<file path="config.mk">
export PLATFORM = sky130hd
export DESIGN_NAME = asptx_top
export DESIGN_NICKNAME = d
export VERILOG_FILES = /design/src/include/asptx_pkg.sv /design/src/hw/asptx_top.sv /design/src/hw/asptx_sync.sv /design/src/hw/asptx_fifo.sv
export SDC_FILE = /design/constraint.sdc
export NUM_CORES = 1
export LEC_CHECK = 0
export BUFFER_PORTS_ARGS = -buffer_cell sky130_fd_sc_hd__buf_4
export CORE_MARGIN = 4
export CORE_UTILIZATION = 40
export DETAILED_ROUTE_END_ITERATION = 6
export PLACE_DENSITY = 0.56
export SYNTH_ARGS = -nofsm -noshare
export SYNTH_HDL_FRONTEND = slang
export SYNTH_HIERARCHICAL = 1
export SYNTH_SLANG_ARGS = --single-unit
</file>
<file path="constraint.sdc">
create_clock -name clk -period 12.33 [get_ports clk]
set_clock_uncertainty 0.05 [all_clocks]
set_input_delay 1.8495 -clock clk [delete_from_list [all_inputs] [get_ports clk]]
set_output_delay 1.8495 -clock clk [all_outputs]
set_load 0.02 [all_outputs]
</file>
<file path="src/include/asptx_pkg.sv">
/*
 * Shared constants for the asynchronous serial port: I/O-space offsets,
 * control and status bit positions, reset values and state encodings.
 * Assumes a 16-bit CPU I/O space with one register per address.
 */
package asptx_pkg;

  // ******************************************************************
  // Register offsets in I/O space
  // ******************************************************************
  localparam logic [15:0] ADDR_CHAR_BUF  = 16'hfff4;
  localparam logic [15:0] ADDR_PORT_CTRL = 16'hfff5;
  localparam logic [15:0] ADDR_LINE_STAT = 16'hfff6;
  localparam logic [15:0] ADDR_BAUD_DIV  = 16'hfff7;

  // ******************************************************************
  // Reset values
  // ******************************************************************
  localparam logic [15:0] BAUD_DIV_RESET  = 16'h0001;
  localparam logic [15:0] PORT_CTRL_RESET = 16'h0000;

  // ******************************************************************
  // port_control_reg fields (bits 3..0 are aux_pin_direction)
  // ******************************************************************
  localparam int CTL_BRK = 4;   // force_break
  localparam int CTL_STB = 5;   // stop_bits_select, 1 = two stop bits
  localparam int CTL_CAD = 6;   // autobaud_enable
  localparam int CTL_DIE = 7;   // delta_irq_enable
  localparam int CTL_RIE = 8;   // rx_irq_enable
  localparam int CTL_TIE = 9;   // tx_irq_enable
  localparam int CTL_RUN = 13;  // port_run

  // ******************************************************************
  // line_status_reg fields
  // ******************************************************************
  localparam int ST_ADC  = 14;
  localparam int ST_BI   = 13;
  localparam int ST_TX_ALL_EMPTY = 12;
  localparam int ST_TX_HOLDING_EMPTY = 11;
  localparam int ST_FE   = 10;
  localparam int ST_OE   = 9;
  localparam int ST_DR   = 8;

  // ******************************************************************
  // Framing and buffering
  // ******************************************************************
  localparam int          OVERSAMPLE    = 16;
  localparam int          DATA_BITS     = 8;
  localparam int          RX_FIFO_DEPTH = 16;
  localparam logic [7:0]  AUTOBAUD_UPPER = 8'h41;
  localparam logic [7:0]  AUTOBAUD_LOWER = 8'h61;

  typedef enum logic [1:0] {TX_IDLE, TX_START, TX_DATA, TX_STOP} asptx_tx_e;
  typedef enum logic [2:0] {RX_IDLE, RX_MEASURE, RX_START, RX_DATA, RX_STOP} asptx_rx_e;

endpackage

</file>
<file path="src/hw/asptx_top.sv">
/*
 * Asynchronous serial port: baud divisor, autobaud lock, transmitter with
 * holding and shift registers, receiver with receive FIFO, four auxiliary
 * pins with change detection, and the merged serial interrupt.
 * Assumes CPU I/O-space strobes on clk, a remote host on rx_pin/tx_pin.
 */
// Functional notes
// - Divisor zero stops all transmit and receive.
// - Reset loads the baud divisor with one.
// - A bit lasts sixteen times divisor clock cycles.
// - Armed, a received A or a locks the rate into the divisor.
// - Autobaud lock raises the serial interrupt only while autobaud enable is set.
// - Host reads the lock character; else next character flags overrun.
// - Enabled autobaud keeps relocking; enable plus done keeps interrupting.
// - Direction bit one makes an aux pin an output; reset clears all.
// - Status bits 3..0 read input aux pin levels, and the driven level for output pins.
// - Input pin change sets its flag and requests interrupt; one clears.
// - Change detection only for input pins while port runs.
// - Writing status low bits drives output aux pins.
// - Empty holding register sets flag, interrupts while empty, when enabled.
// - Ready, overrun, framing, break interrupt under receive enable.
// - Pin changes interrupt only with delta enable set.
// - All sources merge onto one serial interrupt line.
// - Write loads holding register; write when both full is ignored.
// - Holding-empty clears on load; all-empty needs both registers empty.
// - Frame: start, eight data bits LSB first, one or two stops.
// - Idle TX line stays high while force break is clear.
// - Receiver takes falling edge, validates start unless autobaud is enabled, shifts LSB first.
// - Ready clears on buffer read; error flags clear by writing one.
`timescale 1ns/1ps
`default_nettype none
module asptx_top
  import asptx_pkg::*;
#(
  parameter int FIFO_DEPTH = RX_FIFO_DEPTH
) (
  input  wire logic        clk,
  input  wire logic        rst_n,
  input  wire logic [15:0] io_addr,
  input  wire logic        io_wr_en,
  input  wire logic        io_rd_en,
  input  wire logic [15:0] io_wdata,
  output logic      [15:0] io_rdata,
  input  wire logic        rx_pin,
  output logic             tx_pin,
  input  wire logic [3:0]  aux_pin_in,
  output logic      [3:0]  aux_pin_out,
  output logic      [3:0]  aux_pin_oe,
  output logic             serial_irq
);

  typedef struct packed {
    logic [15:0] div;
    logic [15:0] ctrl;
    logic [15:0] rdata;
    logic        adc;
    logic        brk;
    logic        fe;
    logic        oe;
    logic        dr;
    logic [3:0]  chg;
    logic [3:0]  aux_out;
    logic [3:0]  aux_prev;
    logic [7:0]  cbuf;
    asptx_tx_e   tx_st;
    logic        hold_full;
    logic [7:0]  hold;
    logic [7:0]  tx_shift;
    logic [2:0]  tx_bit;
    logic        tx_stop2;
    logic [19:0] tx_cnt;
    logic        tx_line;
    asptx_rx_e   rx_st;
    logic [7:0]  rx_shift;
    logic [2:0]  rx_bit;
    logic [19:0] rx_cnt;
    logic [15:0] cand;
    logic        rx_ab;
    logic        rx_prev;
    logic        irq;
  } asptx_top_s;

  asptx_top_s  s_reg;
  asptx_top_s  s_next;

  logic        rx_lvl;
  logic [3:0]  aux_lvl;
  logic        fifo_in_ready;
  logic        fifo_out_valid;
  logic [7:0]  fifo_out_data;
  logic        fifo_pop;
  logic        rx_push;
  logic [7:0]  rx_push_data;
  logic        wr_cbuf;
  logic        wr_ctrl;
  logic        wr_stat;
  logic        wr_div;
  logic        rd_cbuf;
  logic        div_zero;
  logic [15:0] rx_div;
  logic [19:0] tx_full;
  logic [19:0] rx_half;
  logic [19:0] rx_full;
  logic        rx_fall;
  logic        tx_all_empty;
  logic [3:0]  lvl_view;
  logic [15:0] stat_val;
  logic [15:0] w1c;
  logic        set_adc;
  logic        set_brk;
  logic        set_fe;
  logic        set_oe;
  logic [3:0]  set_chg;

  // ******************************************************************
  // Pin synchronisers and receive FIFO
  // ******************************************************************
  asptx_sync #(.WIDTH(1), .RESET_LEVEL(1'b1)) u_rx_sync (
    .clk       (clk),
    .rst_n     (rst_n),
    .async_in  (rx_pin),
    .level_out (rx_lvl)
  );

  asptx_sync #(.WIDTH(4), .RESET_LEVEL(4'h0)) u_aux_sync (
    .clk       (clk),
    .rst_n     (rst_n),
    .async_in  (aux_pin_in),
    .level_out (aux_lvl)
  );

  // The FIFO drains into char_buffer only while it is empty, so a slow
  // reader stalls the FIFO; when it fills, new characters are dropped.
  asptx_fifo #(.WIDTH(DATA_BITS), .DEPTH(FIFO_DEPTH)) u_rx_fifo (
    .clk       (clk),
    .rst_n     (rst_n),
    .in_valid  (rx_push),
    .in_data   (rx_push_data),
    .in_ready  (fifo_in_ready),
    .out_valid (fifo_out_valid),
    .out_data  (fifo_out_data),
    .out_ready (!s_reg.dr)
  );

  // ******************************************************************
  // Decode and derived values
  // ******************************************************************
  assign wr_cbuf  = io_wr_en && (io_addr == ADDR_CHAR_BUF);
  assign wr_ctrl  = io_wr_en && (io_addr == ADDR_PORT_CTRL);
  assign wr_stat  = io_wr_en && (io_addr == ADDR_LINE_STAT);
  assign wr_div   = io_wr_en && (io_addr == ADDR_BAUD_DIV);
  assign rd_cbuf  = io_rd_en && (io_addr == ADDR_CHAR_BUF);
  assign fifo_pop = fifo_out_valid && !s_reg.dr;
  assign div_zero = s_reg.div == 16'h0000;
  assign rx_div   = s_reg.rx_ab ? s_reg.cand : s_reg.div;
  assign tx_full  = {s_reg.div, 4'h0} - 20'h00001;
  assign rx_half  = {1'b0, rx_div, 3'h0} - 20'h00001;
  assign rx_full  = {rx_div, 4'h0} - 20'h00001;
  assign rx_fall  = s_reg.rx_prev && !rx_lvl;
  assign tx_all_empty     = !s_reg.hold_full && (s_reg.tx_st == TX_IDLE);
  assign lvl_view = (s_reg.ctrl[3:0] & s_reg.aux_out) | (~s_reg.ctrl[3:0] & aux_lvl);
  assign stat_val = {1'b0, s_reg.adc, s_reg.brk, tx_all_empty, !s_reg.hold_full, s_reg.fe,
                     s_reg.oe, s_reg.dr, s_reg.chg, lvl_view};
  assign w1c      = wr_stat ? io_wdata : 16'h0000;

  // ******************************************************************
  // Next-state logic
  // ******************************************************************
  always_comb begin
    s_next       = s_reg;
    rx_push      = 1'b0;
    rx_push_data = s_reg.rx_shift;
    set_adc      = 1'b0;
    set_brk      = 1'b0;
    set_fe       = 1'b0;
    set_oe       = 1'b0;

    // Transmitter
    s_next.tx_cnt = s_reg.tx_cnt + 20'h00001;
    case (s_reg.tx_st)
      TX_IDLE: begin
        s_next.tx_cnt = '0;
        if (s_reg.hold_full && !div_zero) begin
          s_next.tx_shift  = s_reg.hold;
          s_next.hold_full = 1'b0;
          s_next.tx_st     = TX_START;
        end
      end
      TX_START: begin
        if (s_reg.tx_cnt >= tx_full) begin
          s_next.tx_cnt = '0;
          s_next.tx_bit = '0;
          s_next.tx_st  = TX_DATA;
        end
      end
      TX_DATA: begin
        if (s_reg.tx_cnt >= tx_full) begin
          s_next.tx_cnt   = '0;
          s_next.tx_shift = {1'b0, s_reg.tx_shift[7:1]};
          if (s_reg.tx_bit == 3'h7) begin
            s_next.tx_stop2 = s_reg.ctrl[CTL_STB];
            s_next.tx_st    = TX_STOP;
          end else begin
            s_next.tx_bit = s_reg.tx_bit + 3'h1;
          end
        end
      end
      TX_STOP: begin
        if (s_reg.tx_cnt >= tx_full) begin
          s_next.tx_cnt = '0;
          if (s_reg.tx_stop2) begin
            s_next.tx_stop2 = 1'b0;
          end else begin
            s_next.tx_st = TX_IDLE;
          end
        end
      end
      default: s_next.tx_st = TX_IDLE;
    endcase
    if (div_zero) begin
      s_next.tx_st = TX_IDLE;
    end
    // A write while holding and shift registers are both busy is dropped
    if (wr_cbuf && !s_next.hold_full) begin
      s_next.hold      = io_wdata[7:0];
      s_next.hold_full = 1'b1;
    end

    // Receiver
    s_next.rx_prev = rx_lvl;
    s_next.rx_cnt  = s_reg.rx_cnt + 20'h00001;
    case (s_reg.rx_st)
      RX_IDLE: begin
        s_next.rx_cnt = 20'h00001;
        if (rx_fall && !div_zero) begin
          s_next.rx_ab = s_reg.ctrl[CTL_CAD];
          s_next.rx_st = s_reg.ctrl[CTL_CAD] ? RX_MEASURE : RX_START;
        end
      end
      RX_MEASURE: begin
        // Start bit of A or a is followed by a one, so its width is one bit time
        if (rx_lvl) begin
          s_next.cand   = (s_reg.rx_cnt[19:4] == 16'h0000) ? 16'h0001 : s_reg.rx_cnt[19:4];
          s_next.rx_cnt = '0;
          s_next.rx_bit = '0;
          s_next.rx_st  = RX_DATA;
        end else if (&s_reg.rx_cnt) begin
          s_next.rx_st = RX_IDLE;
        end
      end
      RX_START: begin
        if ((s_reg.rx_cnt == rx_half) && rx_lvl) begin
          s_next.rx_st = RX_IDLE;
        end else if (s_reg.rx_cnt >= rx_full) begin
          s_next.rx_cnt = '0;
          s_next.rx_bit = '0;
          s_next.rx_st  = RX_DATA;
        end
      end
      RX_DATA: begin
        if (s_reg.rx_cnt == rx_half) begin
          s_next.rx_shift = {rx_lvl, s_reg.rx_shift[7:1]};
        end
        if (s_reg.rx_cnt >= rx_full) begin
          s_next.rx_cnt = '0;
          if (s_reg.rx_bit == 3'h7) begin
            s_next.rx_st = RX_STOP;
          end else begin
            s_next.rx_bit = s_reg.rx_bit + 3'h1;
          end
        end
      end
      RX_STOP: begin
        // Only the first stop bit is checked; leaving early keeps the
        // receiver ready for a start bit right after a short stop.
        if (s_reg.rx_cnt == rx_half) begin
          s_next.rx_st = RX_IDLE;
          if (rx_lvl) begin
            rx_push = 1'b1;
            set_oe  = s_reg.dr || !fifo_in_ready;
            if (s_reg.rx_ab && ((s_reg.rx_shift == AUTOBAUD_UPPER) ||
                                (s_reg.rx_shift == AUTOBAUD_LOWER))) begin
              s_next.div = s_reg.cand;
              set_adc    = 1'b1;
            end
          end else begin
            set_fe  = 1'b1;
            set_brk = s_reg.rx_shift == 8'h00;
          end
        end
      end
      default: s_next.rx_st = RX_IDLE;
    endcase
    if (div_zero) begin
      s_next.rx_st = RX_IDLE;
    end

    // Receive buffer: a pop in the cycle of a read keeps ready set
    if (fifo_pop) begin
      s_next.cbuf = fifo_out_data;
      s_next.dr   = 1'b1;
    end else if (rd_cbuf) begin
      s_next.dr = 1'b0;
    end

    // Aux pins
    set_chg         = ~s_reg.ctrl[3:0] & (aux_lvl ^ s_reg.aux_prev)
                      & {4{s_reg.ctrl[CTL_RUN]}};
    s_next.aux_prev = aux_lvl;
    s_next.chg      = set_chg | (s_reg.chg & ~w1c[7:4]);
    if (wr_stat) begin
      s_next.aux_out = (s_reg.ctrl[3:0] & io_wdata[3:0])
                       | (~s_reg.ctrl[3:0] & s_reg.aux_out);
    end

    // Sticky flags: a set in the cycle of a clear wins
    s_next.adc = set_adc | (s_reg.adc & ~w1c[ST_ADC]);
    s_next.brk = set_brk | (s_reg.brk & ~w1c[ST_BI]);
    s_next.fe  = set_fe | (s_reg.fe & ~w1c[ST_FE]);
    s_next.oe  = set_oe | (s_reg.oe & ~w1c[ST_OE]);

    // Register writes; an autobaud lock in the same cycle overrides
    if (wr_ctrl) begin
      s_next.ctrl = io_wdata;
    end
    if (wr_div && !set_adc) begin
      s_next.div = io_wdata;
    end

    // Register reads
    if (io_rd_en) begin
      if (io_addr == ADDR_CHAR_BUF) begin
        s_next.rdata = {8'h00, s_reg.cbuf};
      end else if (io_addr == ADDR_PORT_CTRL) begin
        s_next.rdata = s_reg.ctrl;
      end else if (io_addr == ADDR_LINE_STAT) begin
        s_next.rdata = stat_val;
      end else if (io_addr == ADDR_BAUD_DIV) begin
        s_next.rdata = s_reg.div;
      end else begin
        s_next.rdata = 16'h0000;
      end
    end

    // Line drive follows the next transmit state
    if (s_next.ctrl[CTL_BRK]) begin
      s_next.tx_line = 1'b0;
    end else if (s_next.tx_st == TX_START) begin
      s_next.tx_line = 1'b0;
    end else if (s_next.tx_st == TX_DATA) begin
      s_next.tx_line = s_next.tx_shift[0];
    end else begin
      s_next.tx_line = 1'b1;
    end

    // Merged interrupt, level while any enabled source stands
    s_next.irq = (s_reg.ctrl[CTL_RIE] & (s_reg.dr | s_reg.oe | s_reg.fe | s_reg.brk))
               | (s_reg.ctrl[CTL_TIE] & !s_reg.hold_full)
               | (s_reg.ctrl[CTL_DIE] & (|s_reg.chg))
               | (s_reg.ctrl[CTL_CAD] & s_reg.adc);
  end

  always_ff @(posedge clk or negedge rst_n) begin
    if (!rst_n) begin
      s_reg         <= '0;
      s_reg.div     <= BAUD_DIV_RESET;
      s_reg.ctrl    <= PORT_CTRL_RESET;
      s_reg.tx_line <= 1'b1;
      s_reg.rx_prev <= 1'b1;
    end else begin
      s_reg <= s_next;
    end
  end

  assign io_rdata    = s_reg.rdata;
  assign tx_pin      = s_reg.tx_line;
  assign aux_pin_out = s_reg.aux_out;
  assign aux_pin_oe  = s_reg.ctrl[3:0];
  assign serial_irq  = s_reg.irq;
endmodule
`default_nettype wire

</file>
<file path="src/hw/asptx_sync.sv">
/*
 * Three-flop synchroniser for asynchronous pin inputs with agreement
 * filter: the output follows only once the second and third flops agree.
 * Assumes inputs are unrelated to clk.
 */
`timescale 1ns/1ps
`default_nettype none
module asptx_sync #(
  parameter int               WIDTH       = 1,
  parameter logic [WIDTH-1:0] RESET_LEVEL = '0
) (
  input  wire logic             clk,
  input  wire logic             rst_n,
  input  wire logic [WIDTH-1:0] async_in,
  output logic      [WIDTH-1:0] level_out
);

  typedef struct packed {
    logic [WIDTH-1:0] ff1;
    logic [WIDTH-1:0] ff2;
    logic [WIDTH-1:0] ff3;
    logic [WIDTH-1:0] lvl;
  } asptx_sync_s;

  asptx_sync_s s_reg;
  asptx_sync_s s_next;

  always_comb begin
    s_next     = s_reg;
    s_next.ff1 = async_in;
    s_next.ff2 = s_reg.ff1;
    s_next.ff3 = s_reg.ff2;
    // ff1 feeds only ff2; the filter looks at ff2 and ff3
    s_next.lvl = (~(s_reg.ff2 ^ s_reg.ff3) & s_reg.ff3) | ((s_reg.ff2 ^ s_reg.ff3) & s_reg.lvl);
  end

  always_ff @(posedge clk or negedge rst_n) begin
    if (!rst_n) begin
      s_reg <= {RESET_LEVEL, RESET_LEVEL, RESET_LEVEL, RESET_LEVEL};
    end else begin
      s_reg <= s_next;
    end
  end

  assign level_out = s_reg.lvl;

endmodule
`default_nettype wire

</file>
<file path="src/hw/asptx_fifo.sv">
/*
 * Flip-flop FIFO with valid/ready on both sides.
 * Assumes one clock; push and pop may occur in the same cycle.
 */
`timescale 1ns/1ps
`default_nettype none
module asptx_fifo #(
  parameter int WIDTH = 8,
  parameter int DEPTH = 16
) (
  input  wire logic             clk,
  input  wire logic             rst_n,
  input  wire logic             in_valid,
  input  wire logic [WIDTH-1:0] in_data,
  output logic                  in_ready,
  output logic                  out_valid,
  output logic      [WIDTH-1:0] out_data,
  input  wire logic             out_ready
);

  localparam int AW = (DEPTH > 1) ? $clog2(DEPTH) : 1;

  typedef struct packed {
    logic [DEPTH-1:0][WIDTH-1:0] mem;
    logic [AW-1:0]               wp;
    logic [AW-1:0]               rp;
    logic [AW:0]                 cnt;
  } asptx_fifo_s;

  asptx_fifo_s s_reg;
  asptx_fifo_s s_next;
  logic        push;
  logic        pop;

  assign in_ready  = s_reg.cnt != (AW+1)'(DEPTH);
  assign out_valid = s_reg.cnt != '0;
  assign out_data  = s_reg.mem[s_reg.rp];
  assign push      = in_valid && in_ready;
  assign pop       = out_valid && out_ready;

  always_comb begin
    s_next = s_reg;
    if (push) begin
      s_next.mem[s_reg.wp] = in_data;
      s_next.wp = (s_reg.wp == AW'(DEPTH-1)) ? '0 : s_reg.wp + 1'b1;
    end
    if (pop) begin
      s_next.rp = (s_reg.rp == AW'(DEPTH-1)) ? '0 : s_reg.rp + 1'b1;
    end
    s_next.cnt = s_reg.cnt + (AW+1)'(push) - (AW+1)'(pop);
  end

  always_ff @(posedge clk or negedge rst_n) begin
    if (!rst_n) begin
      s_reg <= '0;
    end else begin
      s_reg <= s_next;
    end
  end

endmodule
`default_nettype wire

</file>
Yosys cells after proc, flatten, opt, wreduce, memory -nomap -nowiden
Index checks and enable logic that the tools add are counted.
{ "totals": {"register_bits": 331, "inputBits": 41, "output_inout_bits": 26} }
{ "classes": {"addsub": 11, "magnitude_cmp": 5, "reduce_logical": 51, "n_mux": 80, "bitwise_logic": 45, "eq_ne": 38} }
{ "op_table": {"columns": ["operator", "n"], "rows": [
  ["2-to-1 mux 16 bit", 11],
  ["case mux 20 bit (4 select lines)", 2],
  ["bitwise mux 128 bit", 1],
  ["2-to-1 mux 23 bit", 3],
  ["== test 16 bit (second input constant)", 4],
  ["adder 20 x 1 -> 20 bit (second input constant)", 2],
  ["greater-or-equal comparator 20 bit", 2],
  ["subtractor 20 x 1 -> 20 bit (second input constant)", 2],
  ["2-to-1 mux 3 bit", 13],
  ["2-to-1 mux 39 bit", 1],
  ["bitwise AND 4 bit", 9],
  ["binary-select mux 8 bit (select 4 bit)", 1],
  ["demux 8 bit (select 4 bit)", 1],
  ["logical NOT 16 bit", 2],
  ["2-to-1 mux 32 bit", 1],
  ["2-to-1 mux 8 bit", 3],
  ["2-to-1 mux 1 bit", 23],
  ["2-to-1 mux 21 bit", 1],
  ["== test 20 bit", 1],
  ["2-to-1 mux 20 bit", 1],
  ["AND reduction 20 bit", 1],
  ["subtractor 19 x 1 -> 20 bit (second input constant)", 1],
  ["inequality test 2 bit (second input constant)", 9],
  ["== test 8 x 7 -> 1 bit (second input constant)", 2],
  ["49 further kinds", 133]
]} }

Longest topological paths before layout
Gate-level depths: netlist of the first run.
{ "depth": {"word_depth": 11, "depth_mapped": 28} }

Hierarchy
The synthesis of the first run kept the hierarchy.
{ "modules_own_cells": {"columns": ["mod", "seq_area_each_um2", "area_per_inst_um2", "cells_per_inst", "instances"], "rows": [
  ["asptx_top", 4257.8, 10298.6, 987, 1],
  ["asptx_fifo", 3528.4, 6787.8, 466, 1],
  ["asptx_sync (u_aux_sync)", 400.4, 475.5, 24, 1],
  ["asptx_sync (u_rx_sync)", 105.1, 116.4, 5, 1]
]} }

Worst setup path before layout of the first run
OpenSTA, ideal clock, no wires.
{ "synth_timing": {"path_kind": "register to register", "start": "register s_reg[2] (netlist name)", "end": "register u_rx_fifo/s_reg[4] in the netlist's numbering", "slack_ps": 6849, "synth_period_minus_slack_ps": 5481, "stages_incl_launch_ff": 28, "t_arrival_ps": 5351, "setup_ps": 80, "t_required_ps": 12200, "cell_sequence": "dfrtp_1 buf_4 buf_2 buf_6 buf_2 mux2i_1 ha_1 o221ai_1 or2_2 buf_4 a211o_1 a2111oi_0 nand4b_1 or3_1 nor2_1 and2_4 buf_8 clkbuf_8 inv_1 ha_1 inv_1 ha_1 inv_1 fa_1 inv_1 a21oi_1 o21bai_1 xnor2_1"} }
{ "synth_lines": {"columns": ["item", "line_no", "text"], "rows": [
  ["to (signal assigned)", "asptx_fifo.sv:57", "s_reg <= s_next;"],
  ["to (decl)", "asptx_fifo.sv:30", "asptx_fifo_s s_reg;"]
]} }

==> flow_metrics.py, run 1 <==
metrics = {
    "run_status": {
        "status": "complete, no violations",
    },
    "yosys": {
        "synth_most_common_cell": "dfrtp_1",
        "syn_inst": 1482,
        "synth_edf_count": 0,
        "synth_cell_types": 98,
        "yosysSeqAreaShare_pct": 46.9,
        "synthTopCellsByArea": "dfrtp_1 46%, mux2_2 14%, ha_1 3.6%",
        "ys_ff_latch": 331,
        "async_flop_share_pct": 100,
        "syn_area_um2": 17700,
        "syn-mean-instance-area_um2": 11.9,
        "synth_top_area_share_pct": 45.9,
        "synth_ff_type": "dfrtp_1",
        "synth_top_area_cell": "dfrtp_1",
        "syn_nets": 1575,
        "ys_warn_count": 6,
        "synth_commonest_cells": "324 x dfrtp_1, 218 x mux2_2, 89 x nor2_1, 75 x nand2_1, 63 x inv_1",
    },
    "power_and_ir_drop": {
        "p_leak_uw": 0.00931,
        "power_density_nw_per_um2": 121,
        "power.internal_uw": 1860,
        "power_frac_comb_pct": 2.4,
        "swShare_pct": 21.6,
        "power.switching_uw": 513,
        "p_clk_share_pct": 51.3,
        "seq_power_share_pct": 46.3,
        "ir_drop_mv": 0.111,
    },
    "floorplanning": {
        "die_area_um2": 47600,
        "initial_core_util_pct": 40.8,
        "boundaryPins": 67,
        "die_h_um": 218,
        "rows": 76,
        "die_x_um": 218,
        "core_area_um2": 43400,
    },
    "final_layout": {
        "layout-drive-gt1-share_pct": 29.1,
        "final_nets": 1582,
        "largest_reg_flops": 141,
        "diodes": 0,
        "final_area_um2": 19700,
        "area_growth_pct": 11.3,
    },
    "route": {
        "wl_per_cell_um": 20.6,
        "dr.pass1.iters": 5,
        "postRouteAntennaNets": 0,
        "first_iter_violations": 851,
        "vias": 11600,
        "drt_wl_total_mm": 43.4,
        "drcViolationCount": 0,
        "via_per_inst": 5.53,
    },
    "timing": {
        "setup_viol": 0,
        "setup_tns_ns": 0,
        "rsz0062_at_grt": "no",
        "maxSlewHeadroom_pct": 17.1,
        "clock.fmax_ghz": 0.176,
        "hold_violations": 0,
        "finalCritPeriodShare_pct": 46.0,
        "finalMaxSlewViolations": 0,
        "fin_crit_ns": 5.67,
        "worst_pin_slew_ns": 1.23,
    },
    "global_route": {
        "grt_pass1_wl_mm": 69.5,
        "grt_antenna_before_repair": 0,
        "grt-ovfl-total": 0,
        "grt_usage_pct": 18.5,
        "grt_max_degree": 151,
        "grt_pass1_vias": 11700,
    },
    "clock_tree": {
        "hold_buffers": 0,
        "cts_setup_buffers": 0,
        "ctsHtreeMaxLevel": 2,
        "root_buffer": "clkbuf_16",
        "cts_tree": "built",
        "cts_buffers": 38,
        "clkLatencyLatePin_ns": 0.57,
        "clk_pin_slew_ns": 0.06,
        "cts_max_path_buffers": 3,
        "cts_sinks": 331,
        "post_cts_resized": 0,
    },
    "critical_path": {
        "crit_fanout": 45,
        "crit_type": "flip-flop to flip-flop",
        "arrival_ns": 6.11,
        "start_kind": "flip-flop",
        "required_ns": 12.77,
        "end_kind": "flip-flop",
    },
    "placement": {
        "gp_congestion": 0.858,
        "dp_hpwl_mm": 30.0,
        "place_area_um2": 18300,
        "portBuffers": 66,
    },
    "run": {
        "cap_violations": 0,
    },
    "min_path": {
        "holdCritPathClass": "flip-flop to flip-flop",
    },
}
[area by class of cell]
| type | count | area [µm²] |
|---|---|---|
| sequential | 331 | 8290 |
| timing repair buffer | 74 | 576 |
| fill | 3945 | 23700 |
| multi-input combinational | 981 | 8500 |
| inverter | 63 | 236 |
| tap | 585 | 732 |
| clock buffer | 50 | 1050 |
| clock inverter | 18 | 295 |
[kinds of logic after synthesis]
logic type,Yosys count,synth area share [%]
buffers and inverters,170,5.06
DFF,331,46.9
adders and majority gates,57,4.04
xor gates and xnor gates,85,4.37
and+or+nand+nor,351,11.0
muxes,305,21.0
AOI/OAI and AO/OA,183,7.65
[worst paths after layout]
path                                       start  cells past startpoint  slack [ns]               endpoint
hold / removal             u_aux_sync/s_next[11]                      0        0.30   u_aux_sync/s_next[7]
min in group asynchronous                  rst_n                      1        1.28  u_aux_sync/s_next[10]
max in group asynchronous                  rst_n                      2        9.33     u_rx_fifo/s_reg[5]
setup / recovery                        s_reg[2]                     21        6.66     u_rx_fifo/s_reg[4]
hold reg to reg            u_aux_sync/s_next[11]                      0        0.30   u_aux_sync/s_next[7]
setup reg to reg                        s_reg[2]                     21        6.66     u_rx_fifo/s_reg[4]
[cell usage in the layout (no fill, tap or decap), types with 13 or more instances in the layout]
cell / instances
nand4_1: 18
inv_1: 63
a221oi_1: 17
a21o_1: 15
o21ai_0: 43
nand3_1: 35
buf_4: 72
nor3_1: 20
nor2_1: 89
xnor2_1: 34
or3_1: 13
mux4_2: 23
nand2_1: 75
mux2_4: 17
mux2i_1: 46
ha_1: 51
a21oi_1: 20
mux2_2: 218
clkbuf_16: 38
xor2_1: 49
dfrtp_1: 323
[per-layer routing]
layer / GRT usage [%] / part of all wire, % / vias to the layer above
met1: 27.9 / 50 / 5953
met2: 27.8 / 44 / 226
met5: 0 / 0 / -
met4: 4.34 / 2.1 / 0
li1: - / - / 5376
met3: 3.25 / 4.1 / 61
[through the flow]
stage	util [%]	setup WS, ns	instances	hold slack, ns	total power [µW]
floorplan	-	6.85	1482	0.281	1140
global placement	42.3	6.76	2034	0.290	1180
detailed placement	42.3	6.63	2034	0.290	1180
CTS	45.4	6.60	2102	0.303	2410
global route	45.4	6.07	2102	0.310	2460
finish	45.4	6.66	2102	0.301	2370
[power groups by stage]
stage               Clock (µW)  Sequential (µW)  Combinational (µW)
floorplan                    0             1120                18.9
global placement             0             1120                58.0
detailed placement           0             1120                58.3
CTS                       1250             1100                58.6
global route              1300             1100                64.1
finish                    1220             1100                56.6
[worst max-delay path, cell delays in order (launching register included)]
cell       delay, ns
dfrtp_1         0.36
buf_4           0.41
mux2i_1         0.35
ha_1            0.30
o221ai_1        0.24
or2_2           0.43
a211o_1         0.29
a2111oi_0       0.56
nand4b_1        0.18
or3_1           0.37
nor2_1          0.21
and2_4          0.39
inv_1           0.09
ha_1            0.30
inv_1           0.06
ha_1            0.15
inv_1           0.05
fa_1            0.39
inv_1           0.07
a21oi_1         0.06
o21bai_1        0.16
xnor2_1         0.13
Note: power is estimated with default switching activity, not from simulation.
==> inputs of run 2 (changes only) <==
- clock period: 12.33 -> 5.8 ns (I/O delays scaled with it)
==> flow_metrics.py, run 2 (same netlist as run 1, synthesis figures left out) <==
metrics = {
    "power_and_ir_drop": {
        "seq_power_share_pct": 47.1,
        "power_frac_comb_pct": 2.4,
        "swShare_pct": 21.6,
        "p_clk_share_pct": 50.5,
        "p_leak_uw": 0.00932,
        "power_density_nw_per_um2": 252,
        "power.internal_uw": 3890,
        "power.switching_uw": 1070,
        "ir_drop_mv": 0.175,
    },
    "global_route": {
        "grt_pass1_wl_mm": 69.0,
        "grt_pass1_vias": 11700,
        "grt_usage_pct": 18.2,
        "grt_antenna_before_repair": 0,
        "grt-ovfl-total": 0,
        "grt_max_degree": 106,
    },
    "final_layout": {
        "largest_reg_flops": 141,
        "fill_cells": 3973,
        "final_nets": 1587,
        "layout_commonest_cell": "dfrtp_1",
        "layout-drive-gt1-share_pct": 29.4,
        "area_growth_pct": 11.5,
        "mostFrequentLayoutCells": "323 x dfrtp_1, 218 x mux2_2, 89 x nor2_1, 76 x buf_4, 75 x nand2_1",
    },
    "clock_tree": {
        "ctsHtreeMaxLevel": 2,
        "cts_tree": "built",
        "hold_buffers": 0,
        "cts_max_path_buffers": 3,
        "cts_sinks": 331,
        "root_buffer": "clkbuf_16",
        "clk_pin_slew_ns": 0.06,
        "clkLatencyLatePin_ns": 0.54,
        "cts_buffers": 38,
    },
    "critical_path": {
        "cpMaxStageDelayCell": "dfrtp_1",
        "slowest_delay_ns": 0.52,
        "required_ns": 6.21,
        "start_kind": "flip-flop",
        "end_kind": "flip-flop",
        "crit_fanout": 40,
        "arrival_ns": 5.78,
        "cp_cell_sequence": "buf_6, or3b_1, a222oi_1, buf_4, and4bb_2, xor2_1, xor2_1, nand3_1, or3_1, nor2_1, and2_4, inv_1, ha_1, inv_1, ha_1, inv_1, fa_1, inv_1, a21oi_1, o21bai_1, xnor2_1",
        "cp_common_cell": "inv_1",
        "crit_type": "flip-flop to flip-flop",
    },
    "placement": {
        "gp_congestion": 0.821,
        "dp_hpwl_mm": 30.2,
        "portBuffers": 66,
        "post-place-ws_ns": 0.296,
    },
    "min_path": {
        "holdCritPathClass": "input port to asynchronous set/reset pin",
    },
    "floorplanning": {
        "die_h_um": 218,
        "rows": 76,
        "initial_core_util_pct": 40.8,
        "core_area_um2": 43400,
        "die_area_um2": 47600,
        "boundaryPins": 67,
        "die_x_um": 218,
    },
    "route": {
        "wl_per_cell_um": 20.5,
        "drcViolationCount": 0,
        "via_per_inst": 5.51,
        "first_iter_violations": 850,
        "vias": 11600,
        "postRouteAntennaNets": 0,
        "dr.pass1.iters": 6,
        "drt_wl_total_mm": 43.2,
    },
    "timing": {
        "clock.fmax_ghz": 0.186,
        "setup_tns_ns": 0,
        "hold_violations": 0,
        "maxSlewHeadroom_pct": 16.3,
        "fin_crit_ns": 5.37,
        "finalMaxSlewViolations": 0,
        "setup_ws_ns": 0.433,
        "rsz0062_at_grt": "no",
        "setup_viol": 0,
        "worst_pin_slew_ns": 1.25,
        "finalCritPeriodShare_pct": 92.5,
    },
    "run_status": {
        "status": "complete, no violations",
    },
    "run": {
        "cap_violations": 0,
    },
}
==> run 2: power by group through the flow <==
stage	Sequential [µW]	Clock, µW	Combinational [µW]
3_3_place_gp	2380	0	125
4_1_cts	2340	2580	126
2_1_floorplan	2370	0	40.2
5_1_grt	2340	2670	136
3_5_place_dp	2380	0	126
6_report	2340	2510	121
==> run 2: area by class of cell <==
type                       instances  area [µm²]  share of cell area [%]
clock inverter                    10         156                   0.793
sequential                       331        8290                    42.1
timing repair buffer              79         617                    3.13
inverter                          63         236                    1.20
clock buffer                      59        1170                    5.93
antenna                            1        2.50                  0.0127
tap                              585         732                    3.71
multi-input combinational        981        8500                    43.1
==> run 2: what timing repair did <==
action	4_1_cts	5_1_grt
buffers inserted	0	0
resized for setup	0	2
setup endpoints to repair	0	1
==> run 2: critical path, delay by kind of cell, from the launching register on <==
| family | cells | cell delay, ns |
|---|---|---|
| buffers and inverters | 6 | 0.81 |
| AOI/OAI and AO/OA | 3 | 0.60 |
| and+or+nand+nor | 6 | 1.94 |
| xor gates and xnor gates | 3 | 0.55 |
| adders and majority gates | 3 | 0.83 |
| DFF | 1 | 0.52 |
==> run 2: metrics by stage <==
step	hold slack [ns]	power, µW	instances	instance area (µm²)	util, %
floorplan	0.281	2410	1482	17700	-
global placement	0.282	2510	2039	18400	42.4
detailed placement	0.285	2510	2039	18400	42.4
CTS	0.289	5040	2108	19700	45.4
global route	0.291	5140	2108	19700	45.5
finish	0.253	4970	2109	19700	45.5
==> run 2: final timing paths <==
path / cells after the start / to / start / slack (ns)
max: 21 / u_rx_fifo/s_reg[4] / s_reg[2] / 0.43
min: 1 / u_rx_fifo/s_reg[47] / rst_n / 0.25
max reg2reg: 21 / u_rx_fifo/s_reg[4] / s_reg[2] / 0.43
min reg2reg: 0 / u_aux_sync/s_next[6] / u_aux_sync/s_next[10] / 0.30
max in group asynchronous: 2 / s_reg[59] / rst_n / 4.03
min in group clk: 0 / u_aux_sync/s_next[6] / u_aux_sync/s_next[10] / 0.30
==> run 2: routing by layer <==
| metal | global-route usage [%] | vias up | routed length (µm) |
|---|---|---|---|
| met5 | 0 | - | 0 |
| met4 | 4.36 | 0 | 828 |
| met3 | 2.84 | 59 | 1860 |
| met2 | 27.5 | 243 | 19000 |
| met1 | 27.6 | 5928 | 21500 |
| li1 | - | 5393 | - |
==> inputs of run 3 (changes only) <==
- clock period: 5.8 -> 5.9 ns (I/O delays scaled with it)
==> flow_metrics.py, run 3 (same netlist as run 1, synthesis figures left out) <==
metrics = {
    "critical_path": {
        "reg2reg_from": "s_reg[2]",
        "end_kind": "flip-flop",
        "crit_fanout": 22,
        "r2r_cells": 20,
        "required_ns": 6.33,
        "start_kind": "flip-flop",
        "r2r_end": "u_rx_fifo/s_reg[4]",
        "crit_type": "flip-flop to flip-flop",
        "arrival_ns": 5.99,
        "ff2ff_setup_slack_ns": 0.34,
        "critPathLaunch": "s_reg[2]",
        "endpoint": "u_rx_fifo/s_reg[4]",
    },
    "route": {
        "via_per_inst": 5.50,
        "vias": 11600,
        "wl_per_cell_um": 20.9,
        "postRouteAntennaNets": 0,
        "first_iter_violations": 791,
        "dr.pass1.iters": 6,
        "drcViolationCount": 0,
        "drt_wl_total_mm": 44.2,
    },
    "clock_tree": {
        "cts_max_path_buffers": 3,
        "post_cts_resized": 0,
        "clkLatencyLatePin_ns": 0.55,
        "root_buffer": "clkbuf_16",
        "cts_tree": "built",
        "hold_buffers": 0,
        "cts_setup_buffers": 0,
        "cts_sinks": 331,
        "clk_pin_slew_ns": 0.06,
        "cts_buffers": 38,
        "ctsHtreeMaxLevel": 2,
    },
    "timing": {
        "fin_crit_ns": 5.56,
        "hold_violations": 0,
        "maxSlewHeadroom_pct": 14.9,
        "finalMaxSlewViolations": 0,
        "whs_ns": 0.256,
        "setup_viol": 0,
        "worst_pin_slew_ns": 1.27,
        "clock.fmax_ghz": 0.180,
        "rsz0062_at_grt": "no",
        "setup_tns_ns": 0,
        "setup_ws_ns": 0.339,
        "finalCritPeriodShare_pct": 94.3,
    },
    "global_route": {
        "grt_antenna_before_repair": 0,
        "grtUsageMet1_pct": 28.0,
        "use_met3_pct": 2.95,
        "grt-busiest-layer": "met2",
        "grt-ovfl-total": 0,
        "use_met2_pct": 28.1,
        "grt_usage_pct": 18.7,
        "grt_max_degree": 83,
        "grt_pass1_wl_mm": 70.3,
        "grt_pass1_vias": 11800,
    },
    "min_path": {
        "holdCritPathClass": "input port to asynchronous set/reset pin",
    },
    "final_layout": {
        "largest_reg_flops": 141,
        "fill_cells": 4006,
        "multi_input_area_um2": 8500,
        "area_growth_pct": 11.0,
        "mostFrequentLayoutCells": "323 x dfrtp_1, 218 x mux2_2, 89 x nor2_1, 80 x buf_4, 75 x nand2_1",
        "final_nets": 1589,
        "seq_area_um2": 8290,
        "layout_commonest_cell": "dfrtp_1",
        "layout-drive-gt1-share_pct": 29.1,
    },
    "run": {
        "cap_violations": 0,
    },
    "floorplanning": {
        "die_x_um": 218,
        "rows": 76,
        "core_area_um2": 43400,
        "initial_core_util_pct": 40.8,
        "die_h_um": 218,
        "boundaryPins": 67,
        "die_area_um2": 47600,
    },
    "power_and_ir_drop": {
        "power_density_nw_per_um2": 243,
        "ir_drop_mv": 0.167,
        "p_leak_uw": 0.00929,
    },
    "placement": {
        "dp_hpwl_mm": 31.1,
        "post-place-ws_ns": 0.338,
        "portBuffers": 66,
        "gp_congestion": 0.849,
    },
    "run_status": {
        "status": "complete, no violations",
    },
}
run 3: stage by stage:
stage	area, µm²	util, %	instances	power [µW]
after floorplan	17700	-	1482	2370
after global placement	18400	42.4	2041	2470
after detailed placement	18400	42.4	2041	2470
after CTS	19600	45.2	2110	4850
after global routing	19600	45.2	2110	4940
final	19600	45.3	2111	4770
run 3: power by group:
part           switching (µW)  total [µW]  internal [µW]
Sequential               13.4        2300           2290
Combinational            83.7         122           38.1
Clock                     960        2350           1390
Total                    1060        4770           3710
run 3: how the worst min path moves through the flow:
stage | from | to | cells past startpoint
global placement | u_aux_sync/s_next[9] | u_aux_sync/s_next[5] | 0
global route | rst_n | u_aux_sync/s_reg[6] | 1
floorplan | u_aux_sync/s_next[8] | u_aux_sync/s_next[4] | 0
detailed placement | u_aux_sync/s_next[9] | u_aux_sync/s_next[5] | 0
finish | rst_n | u_aux_sync/s_next[10] | 1
CTS | rst_n | u_aux_sync/s_reg[6] | 1
run 3: final cells by class:
cell class                      instances  share of cell area, %
Multi-Input combinational cell        981                   43.3
Sequential cell                       331                   42.3
Clock buffer                           58                   5.64
Tap cell                              585                   3.73
Timing Repair Buffer                   81                   3.14
Inverter                               63                   1.21
Clock inverter                         11                  0.670
Antenna cell                            1                 0.0128
run 3: worst max-delay path, stage by stage (launching register included):
cell and delay [ns]:
dfrtp_1 0.35, buf_4 0.25, or3b_1 0.38, a222oi_1 0.84, and4bb_2 0.37, xor2_1 0.27, xor2_1 0.18, nand3_1 0.25
or3_1 0.44, nor2_1 0.23, and2_4 0.41, inv_1 0.09, ha_1 0.29, inv_1 0.06, ha_1 0.15, inv_1 0.06
fa_1 0.40, inv_1 0.08, a21oi_1 0.06, o21bai_1 0.15, xnor2_1 0.13
run 3: metal layers:
layer,part of all wire (%),wire length (µm)
met5,0,0
met4,2.2,985
met3,4.4,1920
met2,44,19400
met1,50,21900
